### src/design/drvms_pkg.sv
// Constants, types and helpers of the drive operation-mode selector.
// Assumes one 50 MHz clock and a register port with byte addresses.
package drvms_pkg;

  // ************************************************************
  // Register map and field layout
  // ************************************************************
  localparam int          ADDR_W        = 8;
  localparam int          DATA_W        = 32;
  localparam logic [7:0]  OFS_MODE_SEL  = 8'h00;
  localparam logic [7:0]  OFS_STARTUP   = 8'h04;
  localparam logic [7:0]  OFS_COAST     = 8'h08;
  localparam logic [7:0]  OFS_CMD       = 8'h0C;
  localparam logic [7:0]  OFS_STATUS    = 8'h10;
  localparam int          ST_MODE_LSB   = 0;
  localparam int          ST_START_LSB  = 4;
  localparam int          ST_EXT_PANEL  = 8;
  localparam int          ST_EXT_NET    = 9;
  localparam int          ST_PANEL_NET  = 10;
  localparam int          ST_RUN_OK     = 11;
  localparam int          ST_FORCE_EXT  = 12;
  localparam int          ST_START_MASK = 13;
  localparam int          ST_REFUSED    = 14;

  // ************************************************************
  // Setting codes and reset values
  // ************************************************************
  localparam logic [2:0]  SEL_RST       = 3'h0;
  localparam logic [3:0]  STARTUP_RST   = 4'h0;
  localparam logic [15:0] COAST_RST     = 16'h270F;
  localparam logic [15:0] COAST_NO_RST  = 16'h270F;
  localparam logic [2:0]  SEL_0         = 3'h0;
  localparam logic [2:0]  SEL_1         = 3'h1;
  localparam logic [2:0]  SEL_2         = 3'h2;
  localparam logic [2:0]  SEL_3         = 3'h3;
  localparam logic [2:0]  SEL_4         = 3'h4;
  localparam logic [2:0]  SEL_5         = 3'h5;
  localparam logic [2:0]  SEL_6         = 3'h6;
  localparam logic [2:0]  SEL_7         = 3'h7;
  localparam logic [3:0]  SU_NET_A      = 4'h1;
  localparam logic [3:0]  SU_NET_B      = 4'h2;
  localparam logic [3:0]  SU_PN_A       = 4'hA;
  localparam logic [3:0]  SU_PN_B       = 4'hC;

  typedef enum logic [1:0] {
    DRVMS_EXT   = 2'b00,
    DRVMS_PANEL = 2'b01,
    DRVMS_NET   = 2'b10,
    DRVMS_COMB  = 2'b11
  } drvms_mode_t;

  typedef enum logic {
    DRVMS_ST_INIT = 1'b0,
    DRVMS_ST_RUN  = 1'b1
  } drvms_state_t;

  // ************************************************************
  // Helpers
  // ************************************************************
  function automatic logic drvms_sel_legal(input logic [2:0] sel);
    drvms_sel_legal = (sel != SEL_5);
  endfunction : drvms_sel_legal

  function automatic logic drvms_startup_legal(input logic [3:0] su);
    drvms_startup_legal = (su == STARTUP_RST) || (su == SU_NET_A) || (su == SU_NET_B) ||
                          (su == SU_PN_A) || (su == SU_PN_B);
  endfunction : drvms_startup_legal

  // Single step between two modes; combined mode never moves
  function automatic logic drvms_step_ok(input logic [1:0] cur, input logic [1:0] tgt,
                                         input logic ep, input logic en, input logic pn);
    logic [3:0] pair;
    pair = {cur, tgt};
    case (pair)
      {DRVMS_EXT, DRVMS_PANEL}, {DRVMS_PANEL, DRVMS_EXT}: drvms_step_ok = ep;
      {DRVMS_EXT, DRVMS_NET},   {DRVMS_NET, DRVMS_EXT}:   drvms_step_ok = en;
      {DRVMS_PANEL, DRVMS_NET}, {DRVMS_NET, DRVMS_PANEL}: drvms_step_ok = pn;
      default:                                            drvms_step_ok = 1'b0;
    endcase
  endfunction : drvms_step_ok

endpackage : drvms_pkg

### src/design/drvms_perm.sv
// Permission decoder: start mode and allowed switches from the settings.
// Assumes settings already filtered to legal codes; purely combinational.
`timescale 1ns/1ps
module drvms_perm (
  input  wire logic [2:0] i_sel,
  input  wire logic [3:0] i_startup,
  input  wire logic       i_lock,
  output logic      [1:0] o_init_mode,
  output logic            o_ext_panel,
  output logic            o_ext_net,
  output logic            o_panel_net,
  output logic            o_run_ok,
  output logic            o_force_ext
);

  logic s_net;
  logic s_pn;

  // ************************************************************
  // Decode table
  // ************************************************************
  // Startup code groups select the start mode within selections 0, 2, 6 and 7
  always_comb begin
    s_net       = (i_startup == drvms_pkg::SU_NET_A) || (i_startup == drvms_pkg::SU_NET_B); // RULE2
    s_pn        = (i_startup == drvms_pkg::SU_PN_A) || (i_startup == drvms_pkg::SU_PN_B);
    o_init_mode = drvms_pkg::DRVMS_EXT;
    o_ext_panel = 1'b0;
    o_ext_net   = 1'b0;
    o_panel_net = 1'b0;
    o_run_ok    = 1'b0;
    o_force_ext = 1'b0;
    case (i_sel)
      drvms_pkg::SEL_0, drvms_pkg::SEL_6: begin
        o_run_ok = (i_sel == drvms_pkg::SEL_6); // RULE11
        if (s_pn) begin
          o_init_mode = drvms_pkg::DRVMS_NET; // RULE14
          o_panel_net = 1'b1; // RULE14
        end else begin
          o_init_mode = s_net ? drvms_pkg::DRVMS_NET : drvms_pkg::DRVMS_EXT; // RULE6 RULE13
          o_ext_panel = 1'b1;
          o_ext_net   = 1'b1;
        end
      end
      drvms_pkg::SEL_1: o_init_mode = drvms_pkg::DRVMS_PANEL; // RULE8
      drvms_pkg::SEL_2: begin
        o_init_mode = (s_pn || s_net) ? drvms_pkg::DRVMS_NET : drvms_pkg::DRVMS_EXT; // RULE9 RULE15
        o_ext_net   = !s_pn;
      end
      drvms_pkg::SEL_3, drvms_pkg::SEL_4: o_init_mode = drvms_pkg::DRVMS_COMB; // RULE10
      drvms_pkg::SEL_7: begin
        o_init_mode = (s_net && i_lock) ? drvms_pkg::DRVMS_NET : drvms_pkg::DRVMS_EXT; // RULE13
        o_ext_panel = i_lock; // RULE12
        o_ext_net   = i_lock;
        o_force_ext = !i_lock;
      end
      default: o_init_mode = drvms_pkg::DRVMS_EXT;
    endcase
  end

endmodule : drvms_perm

### src/design/drvms_start_gate.sv
// Start command gate: blanks start inputs held across a power restoration.
// Assumes start inputs synchronous to i_mclk.
`timescale 1ns/1ps
module drvms_start_gate (
  input  wire logic i_mclk,
  input  wire logic i_resetn,
  input  wire logic i_arm,
  input  wire logic i_fwd,
  input  wire logic i_rev,
  output logic      o_fwd,
  output logic      o_rev,
  output logic      o_masked
);

  logic mask_reg;
  logic mask_next;
  logic fwd_reg;
  logic fwd_next;
  logic rev_reg;
  logic rev_next;

  // ************************************************************
  // Mask and gated outputs
  // ************************************************************
  // Mask lifts only once both inputs drop; arming wins over release
  always_comb begin
    mask_next = mask_reg;
    if (!i_fwd && !i_rev) begin
      mask_next = 1'b0;
    end
    if (i_arm) begin
      mask_next = 1'b1; // RULE17
    end
    fwd_next = i_fwd && !mask_next;
    rev_next = i_rev && !mask_next;
  end

  always_ff @(posedge i_mclk) begin
    if (!i_resetn) begin
      mask_reg <= 1'b0;
      fwd_reg  <= 1'b0;
      rev_reg  <= 1'b0;
    end else begin
      mask_reg <= mask_next;
      fwd_reg  <= fwd_next;
      rev_reg  <= rev_next;
    end
  end

  assign o_fwd    = fwd_reg;
  assign o_rev    = rev_reg;
  assign o_masked = mask_reg;

endmodule : drvms_start_gate

### src/design/drvms_top.sv
// Operation-mode selector of a drive with a fieldbus option: top level.
// Assumes synchronous inputs, one clock, and a one-cycle strobe register port.
// Functional notes
// RULE1: Master stops drive and start inputs before switching.
// RULE2: Nonzero startup setting enters network mode.
// RULE3: Network mode started enables network parameter writes.
// RULE4: Startup setting change applies only at reset.
// RULE5: Startup setting writable from panel in any mode.
// RULE6: Startup 0, selection 0: external, three-way.
// RULE7: No direct panel to network step.
// RULE8: Selection 1: panel mode, locked.
// RULE9: Selection 2: external, external-network only.
// RULE10: Selection 3 or 4: combined, locked.
// RULE11: Selection 6: three-way even while running.
// RULE12: Selection 7: lock on three-way, else external.
// RULE13: Startup 1/2 start network; lock decides for 7.
// RULE14: Startup 10/12, selection 0: panel-network switching.
// RULE15: Startup 10/12: sel 2 locked network, 7 external.
// RULE16: Panel key or link switch input performs switch.
// RULE17: Startup 1/10 drops start held over outage.
// RULE18: Coast time not 9999 resumes previous state.
// RULE19: Configure communication before nonzero startup setting.
// RULE20: Disallowed switch request ignored, mode kept.
`timescale 1ns/1ps
module drvms_top (
  input  wire logic        i_mclk,
  input  wire logic        i_resetn,
  input  wire logic [7:0]  i_addr,
  input  wire logic [31:0] i_wdata,
  input  wire logic        i_wr,
  input  wire logic        i_rd,
  output logic      [31:0] o_rdata,
  input  wire logic        i_forward_start_input,
  input  wire logic        i_reverse_start_input,
  input  wire logic        i_motor_running,
  input  wire logic        i_mode_lock_input,
  input  wire logic        i_panel_link_switch_input,
  input  wire logic        i_panel_key,
  input  wire logic        i_panel_startup_wr,
  input  wire logic [3:0]  i_panel_startup_data,
  input  wire logic        i_power_restored,
  output logic      [1:0]  o_mode,
  output logic             o_net_param_wr_en,
  output logic             o_forward_start,
  output logic             o_reverse_start,
  output logic             o_switch_refused
);

  drvms_pkg::drvms_state_t state_reg;
  drvms_pkg::drvms_state_t state_next;
  logic [1:0]  mode_reg;
  logic [1:0]  mode_next;
  logic [2:0]  sel_reg;
  logic [2:0]  sel_next;
  logic [3:0]  startup_reg;
  logic [3:0]  startup_next;
  logic [3:0]  active_reg;
  logic [3:0]  active_next;
  logic [15:0] coast_reg;
  logic [15:0] coast_next;
  logic        refused_reg;
  logic        refused_next;
  logic        link_prev_reg;
  logic        netwr_reg;
  logic        netwr_next;
  logic [31:0] rdata_reg;
  logic [31:0] rdata_next;
  logic [3:0]  perm_startup;
  logic [1:0]  init_mode;
  logic        ok_ext_panel;
  logic        ok_ext_net;
  logic        ok_panel_net;
  logic        ok_run;
  logic        force_ext;
  logic        start_mask;
  logic        gate_arm;
  logic        req_valid;
  logic [1:0]  req_tgt;
  logic        motion_ok;
  logic        cmd_wr;

  // ************************************************************
  // Submodules
  // ************************************************************
  // During evaluation the pending setting is used, afterwards the latched one
  assign perm_startup = (state_reg == drvms_pkg::DRVMS_ST_INIT) ? startup_reg : active_reg; // RULE4

  drvms_perm u_perm (
    .i_sel       (sel_reg),
    .i_startup   (perm_startup),
    .i_lock      (i_mode_lock_input),
    .o_init_mode (init_mode),
    .o_ext_panel (ok_ext_panel),
    .o_ext_net   (ok_ext_net),
    .o_panel_net (ok_panel_net),
    .o_run_ok    (ok_run),
    .o_force_ext (force_ext)
  );

  // Arm on restoration with the startup code in force before the outage
  assign gate_arm = i_power_restored &&
                    ((active_reg == drvms_pkg::SU_NET_A) || (active_reg == drvms_pkg::SU_PN_A)); // RULE17

  drvms_start_gate u_gate (
    .i_mclk   (i_mclk),
    .i_resetn (i_resetn),
    .i_arm    (gate_arm),
    .i_fwd    (i_forward_start_input),
    .i_rev    (i_reverse_start_input),
    .o_fwd    (o_forward_start),
    .o_rev    (o_reverse_start),
    .o_masked (start_mask)
  );

  // ************************************************************
  // Settings registers
  // ************************************************************
  // Illegal codes are dropped so the decoder only sees table entries
  always_comb begin
    sel_next     = sel_reg;
    startup_next = startup_reg;
    coast_next   = coast_reg;
    if (i_wr && (i_addr == drvms_pkg::OFS_MODE_SEL) && drvms_pkg::drvms_sel_legal(i_wdata[2:0])) begin
      sel_next = i_wdata[2:0];
    end
    if (i_panel_startup_wr && drvms_pkg::drvms_startup_legal(i_panel_startup_data)) begin
      startup_next = i_panel_startup_data; // RULE5
    end
    if (i_wr && (i_addr == drvms_pkg::OFS_STARTUP) && drvms_pkg::drvms_startup_legal(i_wdata[3:0])) begin
      startup_next = i_wdata[3:0]; // RULE5
    end
    if (i_wr && (i_addr == drvms_pkg::OFS_COAST)) begin
      coast_next = i_wdata[15:0];
    end
  end

  always_ff @(posedge i_mclk) begin
    if (!i_resetn) begin
      sel_reg     <= drvms_pkg::SEL_RST;
      startup_reg <= drvms_pkg::STARTUP_RST;
      coast_reg   <= drvms_pkg::COAST_RST;
    end else begin
      sel_reg     <= sel_next;
      startup_reg <= startup_next;
      coast_reg   <= coast_next;
    end
  end

  // ************************************************************
  // Switch requests
  // ************************************************************
  // One request per cycle: software command, then panel key, then link switch
  always_comb begin
    cmd_wr    = i_wr && (i_addr == drvms_pkg::OFS_CMD);
    req_valid = 1'b1;
    req_tgt   = i_wdata[1:0];
    if (cmd_wr) begin
      req_tgt = i_wdata[1:0];
    end else if (i_panel_key) begin
      req_tgt = (mode_reg == drvms_pkg::DRVMS_PANEL) ? drvms_pkg::DRVMS_NET : drvms_pkg::DRVMS_PANEL; // RULE16
    end else if (i_panel_link_switch_input != link_prev_reg) begin
      req_tgt = i_panel_link_switch_input ? drvms_pkg::DRVMS_PANEL : drvms_pkg::DRVMS_NET; // RULE16
    end else begin
      req_valid = 1'b0;
    end
    // Requires the motor stopped and both start inputs off unless running switches are allowed
    motion_ok = ok_run || (!i_motor_running && !i_forward_start_input && !i_reverse_start_input); // RULE1
  end

  // ************************************************************
  // Mode state machine
  // ************************************************************
  // Restoration re-evaluates only when automatic restart is off
  always_comb begin
    state_next   = state_reg;
    mode_next    = mode_reg;
    active_next  = active_reg;
    refused_next = refused_reg;
    case (state_reg)
      drvms_pkg::DRVMS_ST_INIT: begin
        active_next = startup_reg; // RULE4
        mode_next   = init_mode; // RULE2
        state_next  = drvms_pkg::DRVMS_ST_RUN;
      end
      drvms_pkg::DRVMS_ST_RUN: begin
        if (i_power_restored) begin
          if (coast_reg == drvms_pkg::COAST_NO_RST) begin // RULE18
            state_next = drvms_pkg::DRVMS_ST_INIT;
          end
        end else if (force_ext) begin
          mode_next = drvms_pkg::DRVMS_EXT; // RULE12
        end else if (req_valid) begin
          if ((req_tgt == mode_reg) ||
              (drvms_pkg::drvms_step_ok(mode_reg, req_tgt, ok_ext_panel, ok_ext_net, ok_panel_net) &&
               motion_ok)) begin // RULE7
            mode_next    = req_tgt;
            refused_next = 1'b0;
          end else begin
            refused_next = 1'b1; // RULE20
          end
        end
      end
      default: state_next = drvms_pkg::DRVMS_ST_INIT;
    endcase
    netwr_next = (mode_next == drvms_pkg::DRVMS_NET) && (state_next == drvms_pkg::DRVMS_ST_RUN); // RULE3
  end

  always_ff @(posedge i_mclk) begin
    if (!i_resetn) begin
      state_reg     <= drvms_pkg::DRVMS_ST_INIT;
      mode_reg      <= drvms_pkg::DRVMS_EXT;
      active_reg    <= drvms_pkg::STARTUP_RST;
      refused_reg   <= 1'b0;
      link_prev_reg <= 1'b0;
      netwr_reg     <= 1'b0;
    end else begin
      state_reg     <= state_next;
      mode_reg      <= mode_next;
      active_reg    <= active_next;
      refused_reg   <= refused_next;
      link_prev_reg <= i_panel_link_switch_input;
      netwr_reg     <= netwr_next;
    end
  end

  // ************************************************************
  // Read port
  // ************************************************************
  // Data stand one cycle only; unmapped addresses read zero
  always_comb begin
    rdata_next = 32'h0000_0000;
    if (i_rd) begin
      case (i_addr)
        drvms_pkg::OFS_MODE_SEL: rdata_next[2:0] = sel_reg;
        drvms_pkg::OFS_STARTUP:  rdata_next[3:0] = startup_reg;
        drvms_pkg::OFS_COAST:    rdata_next[15:0] = coast_reg;
        drvms_pkg::OFS_STATUS: begin
          rdata_next[drvms_pkg::ST_MODE_LSB +: 2]  = mode_reg;
          rdata_next[drvms_pkg::ST_START_LSB +: 4] = active_reg;
          rdata_next[drvms_pkg::ST_EXT_PANEL]      = ok_ext_panel;
          rdata_next[drvms_pkg::ST_EXT_NET]        = ok_ext_net;
          rdata_next[drvms_pkg::ST_PANEL_NET]      = ok_panel_net;
          rdata_next[drvms_pkg::ST_RUN_OK]         = ok_run;
          rdata_next[drvms_pkg::ST_FORCE_EXT]      = force_ext;
          rdata_next[drvms_pkg::ST_START_MASK]     = start_mask;
          rdata_next[drvms_pkg::ST_REFUSED]        = refused_reg;
        end
        default: rdata_next = 32'h0000_0000;
      endcase
    end
  end

  always_ff @(posedge i_mclk) begin
    if (!i_resetn) begin
      rdata_reg <= 32'h0000_0000;
    end else begin
      rdata_reg <= rdata_next;
    end
  end

  assign o_rdata           = rdata_reg;
  assign o_mode            = mode_reg;
  assign o_net_param_wr_en = netwr_reg;
  assign o_switch_refused  = refused_reg;

  // ************************************************************
  // Assertions
  // ************************************************************
  logic in_run;
  assign in_run = (state_reg == drvms_pkg::DRVMS_ST_RUN) && !i_power_restored;

  init_ext_a: assert property (@(posedge i_mclk) disable iff (!i_resetn) // RULE6
    (state_reg == drvms_pkg::DRVMS_ST_INIT) && (startup_reg == 4'h0) && (sel_reg == drvms_pkg::SEL_0)
    |=> (mode_reg == drvms_pkg::DRVMS_EXT) && (active_reg == 4'h0))
    else $error("startup 0 sel 0 did not enter external mode");

  init_net_a: assert property (@(posedge i_mclk) disable iff (!i_resetn) // RULE13
    (state_reg == drvms_pkg::DRVMS_ST_INIT) && ((startup_reg == 4'h1) || (startup_reg == 4'hA)) &&
    ((sel_reg == drvms_pkg::SEL_0) || (sel_reg == drvms_pkg::SEL_2) || (sel_reg == drvms_pkg::SEL_6))
    |=> (mode_reg == drvms_pkg::DRVMS_NET) ##1 o_net_param_wr_en || (mode_reg != drvms_pkg::DRVMS_NET))
    else $error("network start mode not entered");

  netwr_a: assert property (@(posedge i_mclk) disable iff (!i_resetn) // RULE3
    $rose(mode_reg == drvms_pkg::DRVMS_NET) && (state_reg == drvms_pkg::DRVMS_ST_RUN) |-> o_net_param_wr_en)
    else $error("network parameter writes not enabled in network mode");

  hold_startup_a: assert property (@(posedge i_mclk) disable iff (!i_resetn) // RULE4
    in_run |=> $stable(active_reg))
    else $error("startup setting applied outside reset");

  no_direct_a: assert property (@(posedge i_mclk) disable iff (!i_resetn) // RULE7
    in_run && (mode_reg == drvms_pkg::DRVMS_PANEL) && !ok_panel_net |=> (mode_reg != drvms_pkg::DRVMS_NET))
    else $error("direct panel to network step taken");

  locked_a: assert property (@(posedge i_mclk) disable iff (!i_resetn) // RULE10
    in_run && !ok_ext_panel && !ok_ext_net && !ok_panel_net && !force_ext |=> $stable(mode_reg))
    else $error("mode moved while switching is locked");

  force_ext_a: assert property (@(posedge i_mclk) disable iff (!i_resetn) // RULE12
    in_run && force_ext |=> (mode_reg == drvms_pkg::DRVMS_EXT))
    else $error("lock input off did not force external mode");

  refuse_a: assert property (@(posedge i_mclk) disable iff (!i_resetn) // RULE20
    in_run && !force_ext && cmd_wr && (i_wdata[1:0] == drvms_pkg::DRVMS_COMB) &&
    (mode_reg != drvms_pkg::DRVMS_COMB) |=> $stable(mode_reg) && o_switch_refused)
    else $error("refused request changed the mode");

  resume_a: assert property (@(posedge i_mclk) disable iff (!i_resetn) // RULE18
    (state_reg == drvms_pkg::DRVMS_ST_RUN) && i_power_restored && (coast_reg != 16'h270F)
    |=> $stable(mode_reg) && (state_reg == drvms_pkg::DRVMS_ST_RUN))
    else $error("restart enabled but state not resumed");

  start_drop_a: assert property (@(posedge i_mclk) disable iff (!i_resetn) // RULE17
    gate_arm |=> !o_forward_start && !o_reverse_start && start_mask)
    else $error("start command survived power restoration");

  run_switch_c: cover property (@(posedge i_mclk) disable iff (!i_resetn)
    in_run && ok_run && i_motor_running ##1 $changed(mode_reg));
  key_switch_c: cover property (@(posedge i_mclk) disable iff (!i_resetn)
    in_run && i_panel_key && ok_panel_net ##1 $changed(mode_reg));
  reinit_c: cover property (@(posedge i_mclk) disable iff (!i_resetn)
    i_power_restored && (state_reg == drvms_pkg::DRVMS_ST_RUN) ##1 (state_reg == drvms_pkg::DRVMS_ST_INIT));

endmodule : drvms_top

### config.mk
export PLATFORM = sky130hd
export DESIGN_NAME = drvms_top
export DESIGN_NICKNAME = d
export VERILOG_FILES = /design/src/design/drvms_pkg.sv /design/src/design/drvms_perm.sv /design/src/design/drvms_start_gate.sv /design/src/design/drvms_top.sv
export SDC_FILE = /design/constraint.sdc
export NUM_CORES = 1
export LEC_CHECK = 0
export ABC_AREA = 1
export BUFFER_PORTS_ARGS = -buffer_cell sky130_fd_sc_hd__buf_4
export CAP_MARGIN = 20
export CORE_MARGIN = 1.5
export CORE_UTILIZATION = 40
export CTS_CLUSTER_DIAMETER = 120
export DETAILED_ROUTE_END_ITERATION = 8
export PLACE_DENSITY = 0.67
export SYNTH_ARGS = -nofsm -noshare
export SYNTH_HDL_FRONTEND = slang
export SYNTH_SLANG_ARGS = --single-unit
### constraint.sdc
create_clock -name i_mclk -period 5.1 [get_ports i_mclk]
set_input_delay 0.765 -clock i_mclk [delete_from_list [all_inputs] [get_ports i_mclk]]
set_output_delay 0.765 -clock i_mclk [all_outputs]
set_load 0.02 [all_outputs]
==> flow_summary.html, run 1 <==
<table>
<tr><th>Metric</th><th>Value</th></tr>
<tr><th colspan="2">Global routing</th></tr>
<tr><td>Global route total overflow</td><td>0</td></tr>
<tr><td>Overall global routing resource usage</td><td>0.188</td></tr>
<tr><td>GR met2 Demand/Resource</td><td>0.321</td></tr>
<tr><td>Wire length of the first global-routing pass</td><td>10.6 mm</td></tr>
<tr><td>Largest net degree at the start of global routing</td><td>25</td></tr>
<tr><td>Global routing usage on met1</td><td>0.241</td></tr>
<tr><td>Met3 Usage GRT</td><td>0.0396</td></tr>
<tr><td>Via count of the first global-routing pass</td><td>2299</td></tr>
<tr><td>Initial antenna violation count</td><td>0</td></tr>
<tr><td>Most used routing layer</td><td>met2</td></tr>
<tr><th colspan="2">Outcome</th></tr>
<tr><td>Result of the run</td><td>finished, final reports clean</td></tr>
<tr><th colspan="2">Setup path</th></tr>
<tr><td>WP buf/inv</td><td>3</td></tr>
<tr><td>Data arrival time of the critical path</td><td>2.85 ns</td></tr>
<tr><td>Crit-path most repeated cell</td><td>sky130_fd_sc_hd__nor2_1</td></tr>
<tr><td>Longest individual stage delay on the worst path</td><td>0.56 ns</td></tr>
<tr><td>Endpoint class of the critical path</td><td>register</td></tr>
<tr><td>Required arrival time at the worst endpoint</td><td>5.30 ns</td></tr>
<tr><td>FF-to-FF setup slack</td><td>3.16 ns</td></tr>
<tr><td>Startpoint type of the worst setup path</td><td>input pin</td></tr>
<tr><td>Worst Path Class, Setup</td><td>in -&gt; reg</td></tr>
<tr><td>Slowest cell on the critical path</td><td>sky130_fd_sc_hd__clkinv_1</td></tr>
<tr><td>CP Cell Sequence</td><td>buf_4, nor2_1, inv_1, nor2_1, nand2_1, nor2_2, clkinv_1, o21ai_0, a21oi_1</td></tr>
<tr><td>Max FO, Critical Path</td><td>17</td></tr>
<tr><td>Delay-heaviest family, CP</td><td>simple AND/OR/NAND/NOR gates</td></tr>
<tr><th colspan="2">Synth</th></tr>
<tr><td>Post-synthesis share of cell area spent on full adders, half adders and majority gates</td><td>0</td></tr>
<tr><td>Post-synthesis register bit count</td><td>52</td></tr>
<tr><td>Part of the Yosys area used for sequential elements</td><td>0.399</td></tr>
<tr><td>Syn Inst Count</td><td>386</td></tr>
<tr><td>Post-synth ARST share</td><td>0</td></tr>
<tr><td>Mux contribution to synthesized area</td><td>0</td></tr>
<tr><td>Synthesized-area fraction occupied by xor and xnor cells</td><td>0</td></tr>
<tr><td>Number of unique standard cell types used by synthesis</td><td>34</td></tr>
<tr><td>Complex-gate fraction of the synthesized area</td><td>0.178</td></tr>
<tr><td>Netlist area before placement</td><td>2610 um2</td></tr>
<tr><td>Post-synth EDFFs</td><td>0</td></tr>
<tr><td>Synthesized area per cell</td><td>6.76 um2</td></tr>
<tr><td>Synthesis Warnings</td><td>0</td></tr>
<tr><td>Post-synthesis share of cell area spent on and, or, nand and nor gates</td><td>0.283</td></tr>
<tr><td>Dominant combinational cell family by area after synthesis</td><td>simple AND/OR/NAND/NOR gates</td></tr>
<tr><td>Dominant synthesized flop cell</td><td>sky130_fd_sc_hd__dfxtp_1</td></tr>
<tr><th colspan="2">Die</th></tr>
<tr><td>Die area</td><td>7020 um2</td></tr>
<tr><td>Row count</td><td>29</td></tr>
<tr><td>Die width</td><td>83.8 um</td></tr>
<tr><td>Starting utilization of the core area</td><td>0.413</td></tr>
<tr><td>Die span in y</td><td>83.8 um</td></tr>
<tr><td>Boundary Pins</td><td>94</td></tr>
<tr><td>Core box area</td><td>6310 um2</td></tr>
<tr><th colspan="2">Clock tree</th></tr>
<tr><td>Hold bufs inserted after CTS</td><td>0</td></tr>
<tr><td>Clk pin slew, worst setup/hold paths</td><td>0.10 ns</td></tr>
<tr><td>Number of buffers inserted by post-CTS setup repair</td><td>0</td></tr>
<tr><td>Maximum buffer depth of the clock tree</td><td>2</td></tr>
<tr><td>Deepest level of the CTS H-tree</td><td>2</td></tr>
<tr><td>TritonCTS clock tree</td><td>built</td></tr>
<tr><td>Num CTS Buffers</td><td>5</td></tr>
<tr><td>Resize count post-CTS</td><td>0</td></tr>
<tr><td>Clock latency reported for the late side of the worst-skew pair</td><td>0.31 ns</td></tr>
<tr><td>Root buffer cell</td><td>sky130_fd_sc_hd__clkbuf_8</td></tr>
<tr><td>Number of sinks driven by the clock tree</td><td>52</td></tr>
<tr><th colspan="2">Timing</th></tr>
<tr><td>Worst relative slew slack</td><td>0.378</td></tr>
<tr><td>Max-slew violation count</td><td>0</td></tr>
<tr><td>Final number of setup-violating endpoints</td><td>0</td></tr>
<tr><td>Unrepaired setup endpoints after global routing</td><td>no</td></tr>
<tr><td>Final period util</td><td>0.520</td></tr>
<tr><td>Final critical-path required period</td><td>2.65 ns</td></tr>
<tr><td>Setup Skew</td><td>0.00413 ns</td></tr>
<tr><td>Hold violation total from the final report</td><td>0</td></tr>
<tr><td>Worst-margin pin slew</td><td>0.924 ns</td></tr>
<tr><td>Peak Freq</td><td>377 MHz</td></tr>
<tr><td>Final TNS setup</td><td>0 ns</td></tr>
<tr><td>Final worst-path setup slack</td><td>2.45 ns</td></tr>
<tr><th colspan="2">Layout</th></tr>
<tr><td>Number of antenna diodes</td><td>0</td></tr>
<tr><td>Leading cell types in the layout, fill and taps excluded</td><td>sky130_fd_sc_hd__nand2_1 (89), sky130_fd_sc_hd__buf_4 (62), sky130_fd_sc_hd__dfxtp_1 (52)</td></tr>
<tr><td>Leading cell type in the layout, fill and taps excluded</td><td>sky130_fd_sc_hd__nand2_1</td></tr>
<tr><td>Share of final-layout standard cells stronger than drive strength 1</td><td>0.179</td></tr>
<tr><td>Final non-filler cell total</td><td>524</td></tr>
<tr><td>Final nets</td><td>502</td></tr>
<tr><td>Area growth syn-to-layout</td><td>21.0%</td></tr>
<tr><td>Core occupancy in the finished layout</td><td>0.500</td></tr>
<tr><th colspan="2">Placed design</th></tr>
<tr><td>Half-perimeter wire length after detailed placement</td><td>5.17 mm</td></tr>
<tr><td>Number of buffer cells added on primary ports</td><td>61</td></tr>
<tr><td>GP Congestion</td><td>0.805</td></tr>
<tr><td>Placed cell count</td><td>516</td></tr>
<tr><td>Placement-stage worst setup slack</td><td>2.14 ns</td></tr>
<tr><th colspan="2">Route</th></tr>
<tr><td>Detailed-router iteration count before antenna repair</td><td>4</td></tr>
<tr><td>Sum of routed wire length over all layers</td><td>6.51 mm</td></tr>
<tr><td>Initial detailed-routing violation count</td><td>103</td></tr>
<tr><td>Wire per inst</td><td>12.4 um</td></tr>
<tr><td>Via density per instance</td><td>4.89</td></tr>
<tr><td>Total number of vias</td><td>2560</td></tr>
<tr><td>Count of unresolved DRC violations after routing</td><td>0</td></tr>
<tr><td>Residual antenna-violating net count after detailed routing</td><td>0</td></tr>
<tr><th colspan="2">Pwr</th></tr>
<tr><td>Leak pwr</td><td>0.00148 uW</td></tr>
<tr><td>Total power of the final layout</td><td>770 uW</td></tr>
<tr><td>Worst IR drop on VDD</td><td>0.124 mV</td></tr>
<tr><td>Power density over the cells</td><td>244 nW/um2</td></tr>
<tr><th colspan="2">Hold path</th></tr>
<tr><td>HP Class</td><td>reg -&gt; reg</td></tr>
<tr><th colspan="2">Flow run</th></tr>
<tr><td>Max cap viols</td><td>0</td></tr>
</table>
-- final timing paths --
kind	start	cells past startpoint	endpoint
hold / removal	active_reg[2]	2	o_rdata[6]
hold reg to reg	active_reg[2]	2	o_rdata[6]
setup / recovery	i_addr[1]	9	coast_reg[15]
setup reg to reg	state_reg	13	o_mode[1]
-- per-stage QoR --
| stage | hold WS [ns] | instance area (um2) |
|---|---|---|
| 3_3_place_gp | 0.462 | 3070 |
| 6_report | 0.476 | 3160 |
| 3_5_place_dp | 0.467 | 3070 |
| 4_1_cts | 0.483 | 3160 |
| 2_1_floorplan | 0.438 | 2670 |
| 5_1_grt | 0.495 | 3160 |
-- cells in the mapped netlist, drive strengths merged (4+ instances only) --
cell     n  area, um2
buf     19        140
inv     51        191
o211ai   6       45.0
nand2   89        334
nor3     5       25.0
nor4     4       31.3
clkbuf   5       18.8
nor2    51        199
o21ai   32        164
dfxtp   52       1040
nand3   22        125
a21oi   28        140
nand4    4       25.0
-- cells by family after synthesis --
family / after synthesis
simple gates: 175
buf+inv: 78
other cells: 1
compound gates: 80
flops: 52
-- cell type report --
cell class / count / area, um2
fill: 689 / 3150
timing repair buffer: 62 / 465
sequential: 52 / 1040
clock buffer: 5 / 68.8
tap: 77 / 96.3
clock inverter: 3 / 21.3
multi-input combinational: 271 / 1260
inverter: 54 / 203
-- layer usage --
layer / up-vias / wire length [um]
met5: - / 0
met4: 0 / 87
met3: 10 / 301
met2: 63 / 3040
met1: 1142 / 3080
li1: 1345 / -
-- worst min-delay path, cell delays in order, from the launching register on --
cell and delay [ns]:
sky130_fd_sc_hd__dfxtp_1 0.32, sky130_fd_sc_hd__nand2_1 0.06, sky130_fd_sc_hd__a21oi_1 0.06
-- power by group --
part	total [uW]	switching, uW	internal, uW
logic	106	65.0	41.0
clock network	243	145	97.7
registers	421	7.16	413
total	770	217	552
No activity file was read; power rests on OpenSTA's default activity.
==> run 2, diff against run 1 <==
--- a/config.mk
+++ b/config.mk
@@ -12,7 +12,7 @@
 export CORE_UTILIZATION = 40
 export CTS_CLUSTER_DIAMETER = 120
 export DETAILED_ROUTE_END_ITERATION = 8
-export PLACE_DENSITY = 0.67
+export PLACE_DENSITY = 0.69
 export SYNTH_ARGS = -nofsm -noshare
 export SYNTH_HDL_FRONTEND = slang
 export SYNTH_SLANG_ARGS = --single-unit
==> constraint.sdc (replaced) <==
create_clock -name i_mclk -period 2.43 [get_ports i_mclk]
set_input_delay 0.3645 -clock i_mclk [delete_from_list [all_inputs] [get_ports i_mclk]]
set_output_delay 0.3645 -clock i_mclk [all_outputs]
set_load 0.02 [all_outputs]
==> run 2 against run 1 <==
Compared with the run above: utilization rose by 0.81 points; total power up 120%; non-clock buffer count up 4; worst hold slack lost 0.22 ns; register-to-register slack worse by 2.7 ns; combinational power rose by 110%; final area is 1.6% higher; final cell count grew 0.76%; global-route usage is 0.12 points higher; first-iteration DRC count grew 90%; flip-flop and latch count unchanged; critical path type is now reg -> reg; highest routed layer unchanged.
==> flow_summary.html, run 2 (synthesis results as in run 1) <==
<table>
<tr><th>Metric</th><th>Value</th></tr>
<tr><th colspan="2">Clock tree</th></tr>
<tr><td>Clock latency reported for the late side of the worst-skew pair</td><td>0.31 ns (about the same)</td></tr>
<tr><td>Resize count post-CTS</td><td>0 (unchanged)</td></tr>
<tr><td>Hold bufs inserted after CTS</td><td>0 (unchanged)</td></tr>
<tr><td>Clk pin slew, worst setup/hold paths</td><td>0.10 ns (about the same)</td></tr>
<tr><td>Num CTS Buffers</td><td>5 (unchanged)</td></tr>
<tr><td>Root buffer cell</td><td>sky130_fd_sc_hd__clkbuf_8 (unchanged)</td></tr>
<tr><td>Number of buffers inserted by post-CTS setup repair</td><td>0 (unchanged)</td></tr>
<tr><td>Maximum buffer depth of the clock tree</td><td>2 (unchanged)</td></tr>
<tr><td>Deepest level of the CTS H-tree</td><td>2 (unchanged)</td></tr>
<tr><td>TritonCTS clock tree</td><td>built (unchanged)</td></tr>
<tr><td>Number of sinks driven by the clock tree</td><td>52 (unchanged)</td></tr>
<tr><th colspan="2">Timing</th></tr>
<tr><td>Final critical-path required period</td><td>1.97 ns</td></tr>
<tr><td>Final period util</td><td>0.812</td></tr>
<tr><td>Max-slew violation count</td><td>0 (unchanged)</td></tr>
<tr><td>Final TNS setup</td><td>0 ns (unchanged)</td></tr>
<tr><td>Final number of setup-violating endpoints</td><td>0 (unchanged)</td></tr>
<tr><td>Worst relative slew slack</td><td>0.634 (was 0.378)</td></tr>
<tr><td>Hold violation total from the final report</td><td>0 (unchanged)</td></tr>
<tr><td>Peak Freq</td><td>507 MHz</td></tr>
<tr><td>Worst-margin pin slew</td><td>0.545 ns (was 0.924 ns)</td></tr>
<tr><td>Setup Skew</td><td>0.0121 ns (was 0.00413 ns)</td></tr>
<tr><td>Unrepaired setup endpoints after global routing</td><td>no (unchanged)</td></tr>
<tr><th colspan="2">Layout</th></tr>
<tr><td>Leading cell types in the layout, fill and taps excluded</td><td>sky130_fd_sc_hd__nand2_1 (89), sky130_fd_sc_hd__buf_4 (66), sky130_fd_sc_hd__dfxtp_1 (52) (was sky130_fd_sc_hd__nand2_1 (89), sky130_fd_sc_hd__buf_4 (62), sky130_fd_sc_hd__dfxtp_1 (52))</td></tr>
<tr><td>Seq. cell area</td><td>1040 um2 (unchanged)</td></tr>
<tr><td>Number of fillers in the final layout</td><td>660 (was 689)</td></tr>
<tr><td>Final nets</td><td>506 (was 502)</td></tr>
<tr><td>Number of antenna diodes</td><td>0 (unchanged)</td></tr>
<tr><td>Final design instance area without fill</td><td>3210 um2 (was 3160 um2)</td></tr>
<tr><td>Area growth syn-to-layout</td><td>23.0% (was 21.0%)</td></tr>
<tr><td>Final non-filler cell total</td><td>528 (was 524)</td></tr>
<tr><td>Share of final-layout standard cells stronger than drive strength 1</td><td>0.184 (was 0.179)</td></tr>
<tr><td>Total area of multi-input combinational cells</td><td>1260 um2 (unchanged)</td></tr>
<tr><td>Core occupancy in the finished layout</td><td>0.509 (was 0.500)</td></tr>
<tr><td>Leading cell type in the layout, fill and taps excluded</td><td>sky130_fd_sc_hd__nand2_1 (unchanged)</td></tr>
<tr><th colspan="2">Die</th></tr>
<tr><td>Boundary Pins</td><td>94 (unchanged)</td></tr>
<tr><td>Row count</td><td>29 (unchanged)</td></tr>
<tr><td>Die span in y</td><td>83.8 um (unchanged)</td></tr>
<tr><td>Starting utilization of the core area</td><td>0.413 (unchanged)</td></tr>
<tr><td>Die area</td><td>7020 um2 (unchanged)</td></tr>
<tr><td>Die width</td><td>83.8 um (unchanged)</td></tr>
<tr><td>Core box area</td><td>6310 um2 (unchanged)</td></tr>
<tr><th colspan="2">Outcome</th></tr>
<tr><td>Result of the run</td><td>finished, final reports clean (unchanged)</td></tr>
<tr><th colspan="2">Global routing</th></tr>
<tr><td>Wire length of the first global-routing pass</td><td>10.7 mm (was 10.6 mm)</td></tr>
<tr><td>Overall global routing resource usage</td><td>0.189 (was 0.188)</td></tr>
<tr><td>Initial antenna violation count</td><td>0 (unchanged)</td></tr>
<tr><td>Via count of the first global-routing pass</td><td>2340 (was 2299)</td></tr>
<tr><td>Largest net degree at the start of global routing</td><td>25 (unchanged)</td></tr>
<tr><td>Global route total overflow</td><td>0 (unchanged)</td></tr>
<tr><th colspan="2">Route</th></tr>
<tr><td>Initial detailed-routing violation count</td><td>196 (was 103)</td></tr>
<tr><td>Wire per inst</td><td>12.6 um (was 12.4 um)</td></tr>
<tr><td>Via density per instance</td><td>4.96 (was 4.89)</td></tr>
<tr><td>Total number of vias</td><td>2618 (was 2560)</td></tr>
<tr><td>Residual antenna-violating net count after detailed routing</td><td>0 (unchanged)</td></tr>
<tr><td>Detailed-router iteration count before antenna repair</td><td>4 (unchanged)</td></tr>
<tr><td>Count of unresolved DRC violations after routing</td><td>0 (unchanged)</td></tr>
<tr><td>Sum of routed wire length over all layers</td><td>6.66 mm (was 6.51 mm)</td></tr>
<tr><th colspan="2">Setup path</th></tr>
<tr><td>Endpoint class of the critical path</td><td>register (unchanged)</td></tr>
<tr><td>Delay-heaviest family, CP</td><td>simple AND/OR/NAND/NOR gates (unchanged)</td></tr>
<tr><td>Data arrival time of the critical path</td><td>2.20 ns (was 2.85 ns)</td></tr>
<tr><td>WP buf/inv</td><td>3 (unchanged)</td></tr>
<tr><td>Longest individual stage delay on the worst path</td><td>0.55 ns (was 0.56 ns)</td></tr>
<tr><td>CP Cell Sequence</td><td>inv_2, o21ai_1, inv_1, nand2_1, nand3_2, nor2_1, nand3_1, nand3_2, nand3_2, nand2_1, nand3_1, nand2_1, inv_1, nor2_1 (was buf_4, nor2_1, inv_1, nor2_1, nand2_1, nor2_2, clkinv_1, o21ai_0, a21oi_1)</td></tr>
<tr><td>Worst Path Class, Setup</td><td>reg -&gt; reg (was in -&gt; reg)</td></tr>
<tr><td>Max FO, Critical Path</td><td>10 (was 17)</td></tr>
<tr><td>Startpoint type of the worst setup path</td><td>register (was input pin)</td></tr>
<tr><td>Required arrival time at the worst endpoint</td><td>2.66 ns (was 5.30 ns)</td></tr>
<tr><td>Slowest cell on the critical path</td><td>sky130_fd_sc_hd__dfxtp_1 (was sky130_fd_sc_hd__clkinv_1)</td></tr>
<tr><th colspan="2">Placed design</th></tr>
<tr><td>GP Congestion</td><td>0.840 (was 0.805)</td></tr>
<tr><td>Post-detailed-placement cell area</td><td>3100 um2 (was 3070 um2)</td></tr>
<tr><td>Number of buffer cells added on primary ports</td><td>61 (unchanged)</td></tr>
<tr><td>Placed cell count</td><td>520 (was 516)</td></tr>
<tr><td>Half-perimeter wire length after detailed placement</td><td>5.16 mm (was 5.17 mm)</td></tr>
<tr><th colspan="2">Pwr</th></tr>
<tr><td>Power density over the cells</td><td>533 nW/um2 (was 244 nW/um2)</td></tr>
<tr><td>Leak pwr</td><td>0.00151 uW (was 0.00148 uW)</td></tr>
<tr><td>Worst IR drop on VDD</td><td>0.257 mV (was 0.124 mV)</td></tr>
<tr><th colspan="2">Hold path</th></tr>
<tr><td>HP Class</td><td>in -&gt; reg (was reg -&gt; reg)</td></tr>
<tr><th colspan="2">Flow run</th></tr>
<tr><td>Max cap viols</td><td>0 (unchanged)</td></tr>
</table>
run 2: changes by cell type in the layout (fill, tap and decap cells not counted):
| cell | change |
|---|---|
| sky130_fd_sc_hd__buf_4 | +4 |
| sky130_fd_sc_hd__bufinv_16 | +1 |
| sky130_fd_sc_hd__clkbuf_1 | +1 |
| sky130_fd_sc_hd__clkinv_2 | -1 |
| sky130_fd_sc_hd__clkinvlp_4 | -1 |
run 2: cell type report:
cell class                      instances  area share
Clock buffer                            6      0.0226
Clock inverter                          2      0.0121
Inverter                               54      0.0631
Multi-Input combinational cell        271       0.394
Sequential cell                        52       0.324
Tap cell                               77      0.0300
Timing Repair Buffer                   66       0.154
run 2: worst paths after layout:
check | slack [ns] | cells after the start | from | end
max | 0.46 | 14 | state_reg | o_net_param_wr_en
min reg2reg | 0.47 | 2 | active_reg[2] | o_rdata[6]
max reg2reg | 0.46 | 14 | state_reg | o_net_param_wr_en
min | 0.25 | 3 | i_panel_link_switch_input | link_prev_reg
run 2: worst reg2reg max path: stages, from the launching register on:
cell and delay (ns):
sky130_fd_sc_hd__dfxtp_1 0.55, sky130_fd_sc_hd__inv_2 0.08, sky130_fd_sc_hd__o21ai_1 0.18, sky130_fd_sc_hd__inv_1 0.09, sky130_fd_sc_hd__nand2_1 0.08, sky130_fd_sc_hd__nand3_2 0.09, sky130_fd_sc_hd__nor2_1 0.18, sky130_fd_sc_hd__nand3_1 0.11
sky130_fd_sc_hd__nand3_2 0.11, sky130_fd_sc_hd__nand3_2 0.08, sky130_fd_sc_hd__nand2_1 0.07, sky130_fd_sc_hd__nand3_1 0.07, sky130_fd_sc_hd__nand2_1 0.06, sky130_fd_sc_hd__inv_1 0.04, sky130_fd_sc_hd__nor2_1 0.11
run 2: routing by layer:
metal,GRT usage,up-vias,share of wire,wire length [um]
li1,-,1349,-,-
met1,0.248,1177,0.47,3100
met2,0.322,83,0.47,3120
met3,0.0376,9,0.054,360
met4,0.0417,0,0.012,79
met5,0,-,0,0
run 2: per-stage QoR:
step / setup WS [ns] / hold slack, ns / power, uW
floorplan: 0.692 / 0.438 / 1050
global placement: 0.503 / 0.461 / 1120
detailed placement: 0.437 / 0.464 / 1130
CTS: 0.469 / 0.250 / 1720
global route: 0.239 / 0.263 / 1790
finish: 0.458 / 0.253 / 1710
run 2: report_power, final:
group          total [uW]  internal (uW)  switching, uW
clock                 604            312            292
sequential            883            868           15.0
combinational         225           87.3            138
